`config.mk`:
```
export PLATFORM = sky130hd
export DESIGN_NAME = sas_adc
export DESIGN_NICKNAME = d
export VERILOG_FILES = /design/src/pkg/sas_pkg.sv /design/src/hw/sas_sync.sv /design/src/hw/sas_mcyc.sv /design/src/hw/sas_adc.sv
export SDC_FILE = /design/constraint.sdc
export NUM_CORES = 1
export LEC_CHECK = 0
export BUFFER_PORTS_ARGS = -buffer_cell sky130_fd_sc_hd__buf_2
export CAP_MARGIN = 25
export CORE_UTILIZATION = 25
export DETAILED_ROUTE_END_ITERATION = 8
export HOLD_SLACK_MARGIN = 0.08
export PLACE_DENSITY = 0.54
export SLEW_MARGIN = 10
export SYNTH_ARGS = -nofsm -noshare
export SYNTH_HDL_FRONTEND = slang
export SYNTH_HIERARCHICAL = 1
export SYNTH_SLANG_ARGS = --single-unit
```
`constraint.sdc`:
```
create_clock -name hclk -period 3.55 [get_ports hclk]
set_input_delay 0.1775 -clock hclk [delete_from_list [all_inputs] [get_ports hclk]]
set_output_delay 0.1775 -clock hclk [all_outputs]
set_load 0.01 [all_outputs]
```
`src/pkg/sas_pkg.sv`:
```
// constants and types shared by the converter sequencer
package sas_pkg;
    // ------------------------------------------------------------
    // register map (index, byte address is four times the index)
    // ------------------------------------------------------------
    localparam int ADDR_W = 12;
    localparam logic [9:0] CTRL_IDX = 10'h0c5;
    localparam logic [9:0] RES_IDX = 10'h0c6;
    localparam logic [9:0] AUX_IDX = 10'h0c7;
    localparam int CB_RES1 = 7;
    localparam int CB_RES0 = 6;
    localparam int CB_EXT = 5;
    localparam int CB_DONE = 4;
    localparam int CB_START = 3;
    localparam int CB_CH_HI = 2;
    localparam int AUX_B8 = 7;
    localparam int AUX_IDLE = 6;
    localparam int HT_ACT = 1;
    // ------------------------------------------------------------
    // timing in machine cycles
    // ------------------------------------------------------------
    localparam logic [3:0] MC_DIV = 4'hc;
    localparam logic [5:0] INIT_CYC = 6'h02;
    localparam logic [2:0] SAMP10 = 3'h7;
    localparam logic [2:0] SAMP8 = 3'h5;
    localparam logic [2:0] BIT10 = 3'h3;
    localparam logic [2:0] BIT8 = 3'h1;
    localparam logic [5:0] TOT10 = 6'h32;
    localparam logic [5:0] TOT8 = 6'h18;
    localparam logic [3:0] MSB_IDX = 4'h9;
    localparam logic [3:0] LSB8_IDX = 4'h2;
    localparam logic [9:0] MSB_ONE = 10'h200;
    // ------------------------------------------------------------
    // types
    // ------------------------------------------------------------
    typedef enum logic [4:0] {
        ST_IDLE = 5'b00001,
        ST_WAIT = 5'b00010,
        ST_INIT = 5'b00100,
        ST_SAMP = 5'b01000,
        ST_BITS = 5'b10000
    } sas_seq_t;
    typedef struct packed {
        logic hsel;
        logic [1:0] htrans;
        logic [31:0] haddr;
        logic hwrite;
        logic [2:0] hsize;
        logic [31:0] hwdata;
        logic hready;
    } sas_ahb_in_t;
    typedef struct packed {
        logic [2:0] chan;
        logic [9:0] trial;
        logic sample;
        logic powered;
    } sas_ana_t;
    typedef struct packed {
        sas_seq_t seq;
        logic cmd;
        logic busy;
        logic done;
        logic ext_en;
        logic [2:0] chan;
        logic eight;
        logic idle_act;
        logic [9:0] sar;
        logic [3:0] bp;
        logic [5:0] tot;
        logic [2:0] sub;
        logic [7:0] res_hi;
        logic [1:0] res_lo;
        logic pin_prev;
        logic smp;
        logic wr_pend;
        logic [9:0] wr_idx;
        logic [7:0] rdata;
    } sas_regs_t;
    localparam sas_regs_t REGS_RST = '{seq: ST_IDLE, default: '0};
endpackage : sas_pkg

```
`src/hw/sas_sync.sv`:
```
// three-stage synchroniser with agreement filter
`timescale 1ns/1ps
module sas_sync (
    // clock and reset
    input wire logic hclk,
    input wire logic hresetn,
    input wire logic ce,
    // pin
    input wire logic din,
    output logic dout
);
    typedef struct packed {
        logic s1;
        logic s2;
        logic s3;
        logic lvl;
    } sas_sync_t;
    sas_sync_t r;
    sas_sync_t next_r;
    always_comb begin
        next_r = r;
        next_r.s1 = din;
        next_r.s2 = r.s1;
        next_r.s3 = r.s2;
        // only a level seen by both later stages counts
        if (r.s2 == r.s3) begin
            next_r.lvl = r.s3;
        end
    end
    always_ff @(posedge hclk or negedge hresetn) begin
        if (!hresetn) begin
            r <= '0;
        end else if (ce) begin
            r <= next_r;
        end
    end
    assign dout = r.lvl;
endmodule : sas_sync

```
`src/hw/sas_mcyc.sv`:
```
// machine-cycle strobe from the core clock
`timescale 1ns/1ps
module sas_mcyc (
    // clock and reset
    input wire logic hclk,
    input wire logic hresetn,
    input wire logic ce,
    input wire logic srst,
    // strobe
    output logic stb
);
    import sas_pkg::*;
    typedef struct packed {
        logic [3:0] cnt;
    } sas_mc_t;
    sas_mc_t r;
    sas_mc_t next_r;
    assign stb = (r.cnt == MC_DIV - 4'h1);
    always_comb begin
        next_r = r;
        next_r.cnt = (stb || srst) ? 4'h0 : r.cnt + 4'h1;
    end
    always_ff @(posedge hclk or negedge hresetn) begin
        if (!hresetn) begin
            r <= '0;
        end else if (ce) begin
            r <= next_r;
        end
    end
endmodule : sas_mcyc

```
`src/hw/sas_adc.sv`:
```
// successive-approximation converter sequencer with ahb-lite registers
// Function
// - ten-bit conversion lasts exactly 50 machine cycles
// - eight-bit select: 24 cycles, result high byte
// - idle-active select keeps converter running in idle
// - external enable adds pin rising edge start
// - pin edge seen at cycle end, starts next
// - software start begins in following machine cycle
// - start is command flop plus status flag
// - two init cycles, status after first one
// - sample selected channel eight machine cycles, six in eight-bit
// - msb first trial, keep bit if greater
// - four machine cycles per bit decision, two in eight-bit
// - result high byte plus control bits 7:6
// - done set, status cleared at 50/24
// - channel field selects analog input 0..7
// - channel writes only when done, status low
// - starts during conversion ignored, no disturbance
// - no start while done or status set
// - idle or power-down aborts running conversion
// - done flag set by hardware, software clears
// - status high while busy, cleared in the cycle done sets
// - clearing done with start write may start
`timescale 1ns/1ps
module sas_adc (
    // clock and reset
    input wire logic hclk,
    input wire logic hresetn,
    input wire logic ce,
    input wire logic srst,
    // ahb-lite slave
    input sas_pkg::sas_ahb_in_t bus,
    output logic [31:0] hrdata,
    output logic hreadyout,
    output logic hresp,
    // power state of the core
    input wire logic cpu_idle,
    input wire logic power_down,
    // analog side
    input wire logic ext_start_pin,
    input wire logic comp_gt,
    output sas_pkg::sas_ana_t ana,
    // completion request
    output logic done_irq
);
    import sas_pkg::*;

    // ------------------------------------------------------------
    // declarations
    // ------------------------------------------------------------
    sas_regs_t r;
    sas_regs_t next_r;
    logic stb;
    logic pin_s;
    logic cmp_s;
    logic acc_ok;
    logic [7:0] wd;
    logic clr_done;
    logic sw_req;
    logic pin_req;
    logic can_start;
    logic pwr;
    logic fin;
    logic [9:0] fin_sar;
    logic [2:0] samp_last;
    logic [2:0] bit_last;
    logic [3:0] low_bp;

    function automatic logic [7:0] rd_byte(sas_regs_t s, logic [9:0] idx);
        logic [7:0] v;
        v = 8'h00;
        if (idx == CTRL_IDX) begin
            v[CB_RES1] = s.res_lo[1];
            v[CB_RES0] = s.res_lo[0];
            v[CB_EXT] = s.ext_en;
            v[CB_DONE] = s.done;
            v[CB_START] = s.busy;
            v[CB_CH_HI:0] = s.chan;
        end else if (idx == RES_IDX) begin
            v = s.res_hi;
        end else if (idx == AUX_IDX) begin
            v[AUX_B8] = s.eight;
            v[AUX_IDLE] = s.idle_act;
        end
        return v;
    endfunction : rd_byte

    // ------------------------------------------------------------
    // pacing and pin capture
    // ------------------------------------------------------------
    sas_mcyc u_mcyc (
        .hclk(hclk),
        .hresetn(hresetn),
        .ce(ce),
        .srst(srst),
        .stb(stb)
    );
    sas_sync u_pin_sync (
        .hclk(hclk),
        .hresetn(hresetn),
        .ce(ce),
        .din(ext_start_pin),
        .dout(pin_s)
    );
    // comparator is analog, so it is treated as asynchronous
    sas_sync u_cmp_sync (
        .hclk(hclk),
        .hresetn(hresetn),
        .ce(ce),
        .din(comp_gt),
        .dout(cmp_s)
    );

    // ------------------------------------------------------------
    // next state
    // ------------------------------------------------------------
    always_comb begin
        next_r = r;
        acc_ok = bus.hsel && bus.htrans[HT_ACT] && bus.hready;
        wd = bus.hwdata[7:0];
        clr_done = 1'b0;
        sw_req = 1'b0;
        fin = 1'b0;
        pwr = !power_down && !(cpu_idle && !r.idle_act);
        samp_last = r.eight ? SAMP8 : SAMP10;
        bit_last = r.eight ? BIT8 : BIT10;
        low_bp = r.eight ? LSB8_IDX : 4'h0;
        fin_sar = r.sar;
        if (!cmp_s) begin
            fin_sar[r.bp] = 1'b0;
        end
        // register writes land in the data phase
        if (r.wr_pend && r.wr_idx == CTRL_IDX) begin
            next_r.ext_en = wd[CB_EXT];
            clr_done = !wd[CB_DONE];
            sw_req = wd[CB_START];
            if (!r.done && !r.busy) begin
                next_r.chan = wd[CB_CH_HI:0];
            end
        end
        // mode bits frozen while a conversion runs
        if (r.wr_pend && r.wr_idx == AUX_IDX && !r.cmd) begin
            next_r.eight = wd[AUX_B8];
            next_r.idle_act = wd[AUX_IDLE];
        end
        // clearing done in the same write lets the start through
        can_start = pwr && !r.cmd && !r.busy && !(r.done && !clr_done);
        pin_req = stb && r.ext_en && !r.pin_prev && pin_s;
        if (stb) begin
            next_r.pin_prev = pin_s;
        end
        unique case (r.seq)
            ST_IDLE: begin
                if (can_start && pin_req) begin
                    next_r.cmd = 1'b1;
                    next_r.tot = 6'h00;
                    next_r.seq = ST_INIT;
                end else if (can_start && sw_req) begin
                    next_r.cmd = 1'b1;
                    next_r.tot = 6'h00;
                    next_r.seq = ST_WAIT;
                end
            end
            ST_WAIT: begin
                if (stb) begin
                    next_r.seq = ST_INIT;
                end
            end
            ST_INIT: begin
                if (stb) begin
                    next_r.tot = r.tot + 6'h01;
                    if (r.tot == 6'h00) begin
                        next_r.busy = 1'b1;
                    end
                    if (r.tot == INIT_CYC - 6'h01) begin
                        next_r.seq = ST_SAMP;
                        next_r.smp = 1'b1;
                        next_r.sub = 3'h0;
                    end
                end
            end
            ST_SAMP: begin
                if (stb) begin
                    next_r.tot = r.tot + 6'h01;
                    next_r.sub = r.sub + 3'h1;
                    if (r.sub == samp_last) begin
                        next_r.smp = 1'b0;
                        next_r.seq = ST_BITS;
                        next_r.sar = MSB_ONE;
                        next_r.bp = MSB_IDX;
                        next_r.sub = 3'h0;
                    end
                end
            end
            ST_BITS: begin
                if (stb) begin
                    next_r.tot = r.tot + 6'h01;
                    next_r.sub = r.sub + 3'h1;
                    if (r.sub == bit_last) begin
                        next_r.sub = 3'h0;
                        next_r.sar = fin_sar;
                        if (r.bp == low_bp) begin
                            fin = 1'b1;
                        end else begin
                            next_r.bp = r.bp - 4'h1;
                            next_r.sar[r.bp - 4'h1] = 1'b1;
                        end
                    end
                end
            end
        endcase
        if (fin) begin
            next_r.seq = ST_IDLE;
            next_r.cmd = 1'b0;
            next_r.busy = 1'b0;
            next_r.res_hi = fin_sar[9:2];
            next_r.res_lo = r.eight ? 2'h0 : fin_sar[1:0];
        end
        // hardware set wins over a software clear
        next_r.done = fin || (r.done && !clr_done);
        // a completed result survives; a running one does not
        if (!pwr && r.cmd) begin
            next_r.seq = ST_IDLE;
            next_r.cmd = 1'b0;
            next_r.busy = 1'b0;
            next_r.smp = 1'b0;
        end
        next_r.wr_pend = acc_ok && bus.hwrite;
        next_r.wr_idx = bus.haddr[ADDR_W-1:2];
        // read data taken after any write finishing this cycle
        if (acc_ok && !bus.hwrite) begin
            next_r.rdata = rd_byte(next_r, bus.haddr[ADDR_W-1:2]);
        end
        if (srst) begin
            next_r = REGS_RST;
        end
    end

    always_ff @(posedge hclk or negedge hresetn) begin
        if (!hresetn) begin
            r <= REGS_RST;
        end else if (ce) begin
            r <= next_r;
        end
    end

    // ------------------------------------------------------------
    // outputs
    // ------------------------------------------------------------
    // a frozen block must stall the bus, not drop a write
    assign hreadyout = ce;
    assign hresp = 1'b0;
    assign hrdata = {24'h000000, r.rdata};
    assign ana.chan = r.chan;
    assign ana.trial = r.sar;
    assign ana.sample = r.smp;
    assign ana.powered = pwr;
    assign done_irq = r.done;
endmodule : sas_adc

```
==> impl_metrics.json <==
{
  "status": "finished, final reports clean",
  "overflow": 0,
  "hold_class": "input port to register",
  "min-delay-start": "bus[45]",
  "cts-root-buf": "clkbuf_16",
  "fp.dieW_um": 145.8,
  "first_iter_violations": 340,
  "drv_slew": 0,
  "start_kind": "register",
  "htree_levels": 3,
  "wl_per_cell_um": 15.41,
  "worst_pin_slew_ns": 0.8391,
  "skew_ns": 0.01417,
  "synth_most_common_cell": "dfrtp_1",
  "ir_drop_v": 0.0002359,
  "synth_ff_type": "dfrtp_1",
  "p_per_area_nw_per_um2": 396.1,
  "drc": 0,
  "antenna_left": 0,
  "grt_pass1_wl_um": 21900,
  "num_rows": 52,
  "ys_seq_elements": 80,
  "stdcell_count": 868,
  "grt_pass1_vias": 3922,
  "tritoncts": "built",
  "synth_area_um2": 5171,
  "synth_top_area_share_pct": 38.23,
  "leakage_nw": 2.527,
  "clk_pin_slew_ns": 0.07,
  "finalWeightedCongestion": 0.7774,
  "cts_sinks": 80,
  "reg2reg_depth": 6,
  "dp_cells": 845,
  "max_freq_ghz": 0.3727,
  "r2r_start": "r[55]",
  "die-area_um2": 21260,
  "grt_use_total_pct": 13.07,
  "critical_path.max_fanout": 15,
  "yosysWarnings": 6,
  "synth_top_family_by_area": "compound AO/OA/AOI/OAI gates",
  "first_pass_iters": 4,
  "rsz0062_at_grt": "false",
  "placed_area_um2": 5431,
  "synthDistinctLibCells": 70,
  "dpl.hpwl_um": 9738,
  "grt_max_degree": 71,
  "arrival_ns": 2.92,
  "synth_area_leaders": "dfrtp_1, buf_4, o21ai_0, nand2_1, o2bb2ai_1",
  "tns_ns": 0,
  "period_needed_ns": 2.683,
  "synth.mux.area_fraction_pct": 1.645,
  "initial_core_util_pct": 25.56,
  "synth-edff-count": 0,
  "min_to": "r[14]",
  "drv_cap": 0,
  "synth-simple-area-share_pct": 20.08,
  "die_height_um": 145.8,
  "routed_wirelength_um": 13380,
  "syn_to_final_growth_pct": 12.17,
  "multi_input_area_um2": 2694,
  "cts_setup_buffers": 0,
  "fin_area_um2": 5801,
  "cp.required_ns": 3.79,
  "setup.worst_path.class": "register to register",
  "ys_seq_area_share_pct": 38.74,
  "cp-end-kind": "register",
  "synthCells": 565,
  "nNetsFinal": 685,
  "num-fill-cells": 2167,
  "hold_viol": 0,
  "core_area_um2": 20230,
  "synth_xor_area_share_pct": 1.016,
  "whs_ns": 0.1025,
  "antenna_found_initial": 0,
  "io_buffers": 54,
  "synthAdderAreaFrac_pct": 2.662,
  "synth_area_per_cell_um2": 9.153,
  "async_reset_ff_share_pct": 100.0,
  "synth-compound-area-share_pct": 24.87,
  "power_w": 0.002297,
  "min_path_cells": 2,
  "n_antenna_cell": 0,
  "fin_crit_sh_pct": 75.57,
  "r2r_setup_slack_ns": 0.87,
  "cts_made_buffers": 9,
  "ys_top_cells_by_count": "dfrtp_1, buf_4, nand2_1, o21ai_0, a21oi_1",
  "yosysTopAreaCell": "dfrtp_1",
  "clk-insertion-delay-late_ns": 0.34,
  "setup_viol": 0,
  "drive_above_1_share_pct": 18.06,
  "routed_via_density": 4.819,
  "dr_total_vias": 4183,
  "num_io_pins": 130,
  "regToRegEndpoint": "hrdata[5]",
  "layout.area.seq_um2": 2003,
  "relSlewSlack_pct": 43.27,
  "cts_max_path_buffers": 2
}
state kept, by name, summed over array words and instances (netlist names):
register / count
u_cmp_sync/dout: 1
u_cmp_sync/r: 1
done_irq: 1
hrdata: 8
u_pin_sync/dout: 1
u_mcyc/r: 4
u_cmp_sync/next_r: 2
u_pin_sync/next_r: 2
ana: 14
u_pin_sync/r: 1
r: 45
worst max path at each step:
stage	from	to	cells after the start
after floorplan	r[55]	hrdata[5]	8
after global placement	r[65]	r[42]	6
after detailed placement	r[55]	hrdata[4]	6
after CTS	r[55]	hrdata[5]	6
after global routing	r[65]	r[42]	6
final	r[55]	hrdata[5]	6
kinds of logic (layout without fill, tap and decap cells):
| kind of cell | after synthesis | after routing |
|---|---|---|
| muxes | 8 | 8 |
| and+or+nand+nor | 179 | 179 |
| buffers and inverters | 94 | 103 |
| adders and majority gates | 11 | 11 |
| AOI/OAI and AO/OA | 186 | 186 |
| DFF | 80 | 80 |
| other | 1 | 25 |
| xor gates and xnor gates | 6 | 6 |
per-stage QoR:
step,setup slack [ns],util (%)
floorplan,1.481,-
global placement,0.8867,26.84
detailed placement,0.8951,26.84
CTS,0.8797,28.48
global route,0.6433,28.67
finish,0.8672,28.67
power breakdown:
group | leakage (nW) | total, W | internal [W] | switching (W)
sequential | 1.08 | 0.00105 | 0.000967 | 0.0000790
clock | 0.128 | 0.000874 | 0.000491 | 0.000384
combinational | 1.32 | 0.000377 | 0.000151 | 0.000226
total | 2.53 | 0.00230 | 0.00161 | 0.000689
cell type report:
type | count | share of cell area (%)
well taps | 270 | 5.824
clock inverters | 4 | 0.4961
repair buffers | 69 | 7.291
multi-input cells | 415 | 46.44
flip-flops and latches | 80 | 34.53
clock buffers | 11 | 4.185
inverters | 19 | 1.230
routing by layer:
metal	up-vias	part of all wire [%]	track usage, %
met1	2015	49	18.27
met5	-	0	0
met3	14	3.7	3.072
met4	0	1.6	4.842
li1	2071	-	-
met2	83	45	19.47
worst max-delay path, stage by stage (launching register included):
cell and delay (ns):
dfrtp_1 0.54, xor2_1 0.23, or4_1 0.75, nor3_4 0.49, mux2i_1 0.24, o32ai_1 0.14
a22o_1 0.19
cell usage in the layout (no fill, tap or decap), types with 8 or more instances in the layout:
master	n
a21oi_1	28
and2_1	11
nor2b_1	20
clkbuf_16	9
a22o_1	9
nand2b_1	12
dfrtp_1	79
a31o_2	14
nor2_1	26
buf_4	8
inv_1	18
buf_2	53
conb_1	25
nand3_1	19
nand2_1	41
o31ai_1	17
o2bb2ai_1	17
ha_1	11
o21ai_0	41
a31oi_1	16
repair_timing:
| action | 4_1_cts | 5_1_grt |
|---|---|---|
| hold buffers | 6 | 1 |
| resized for setup | 0 | 0 |
| hold endpoints to repair | 73 | 1 |
| endpoints found under the setup margin | 0 | 0 |
Note: power is estimated with default switching activity, not from simulation.
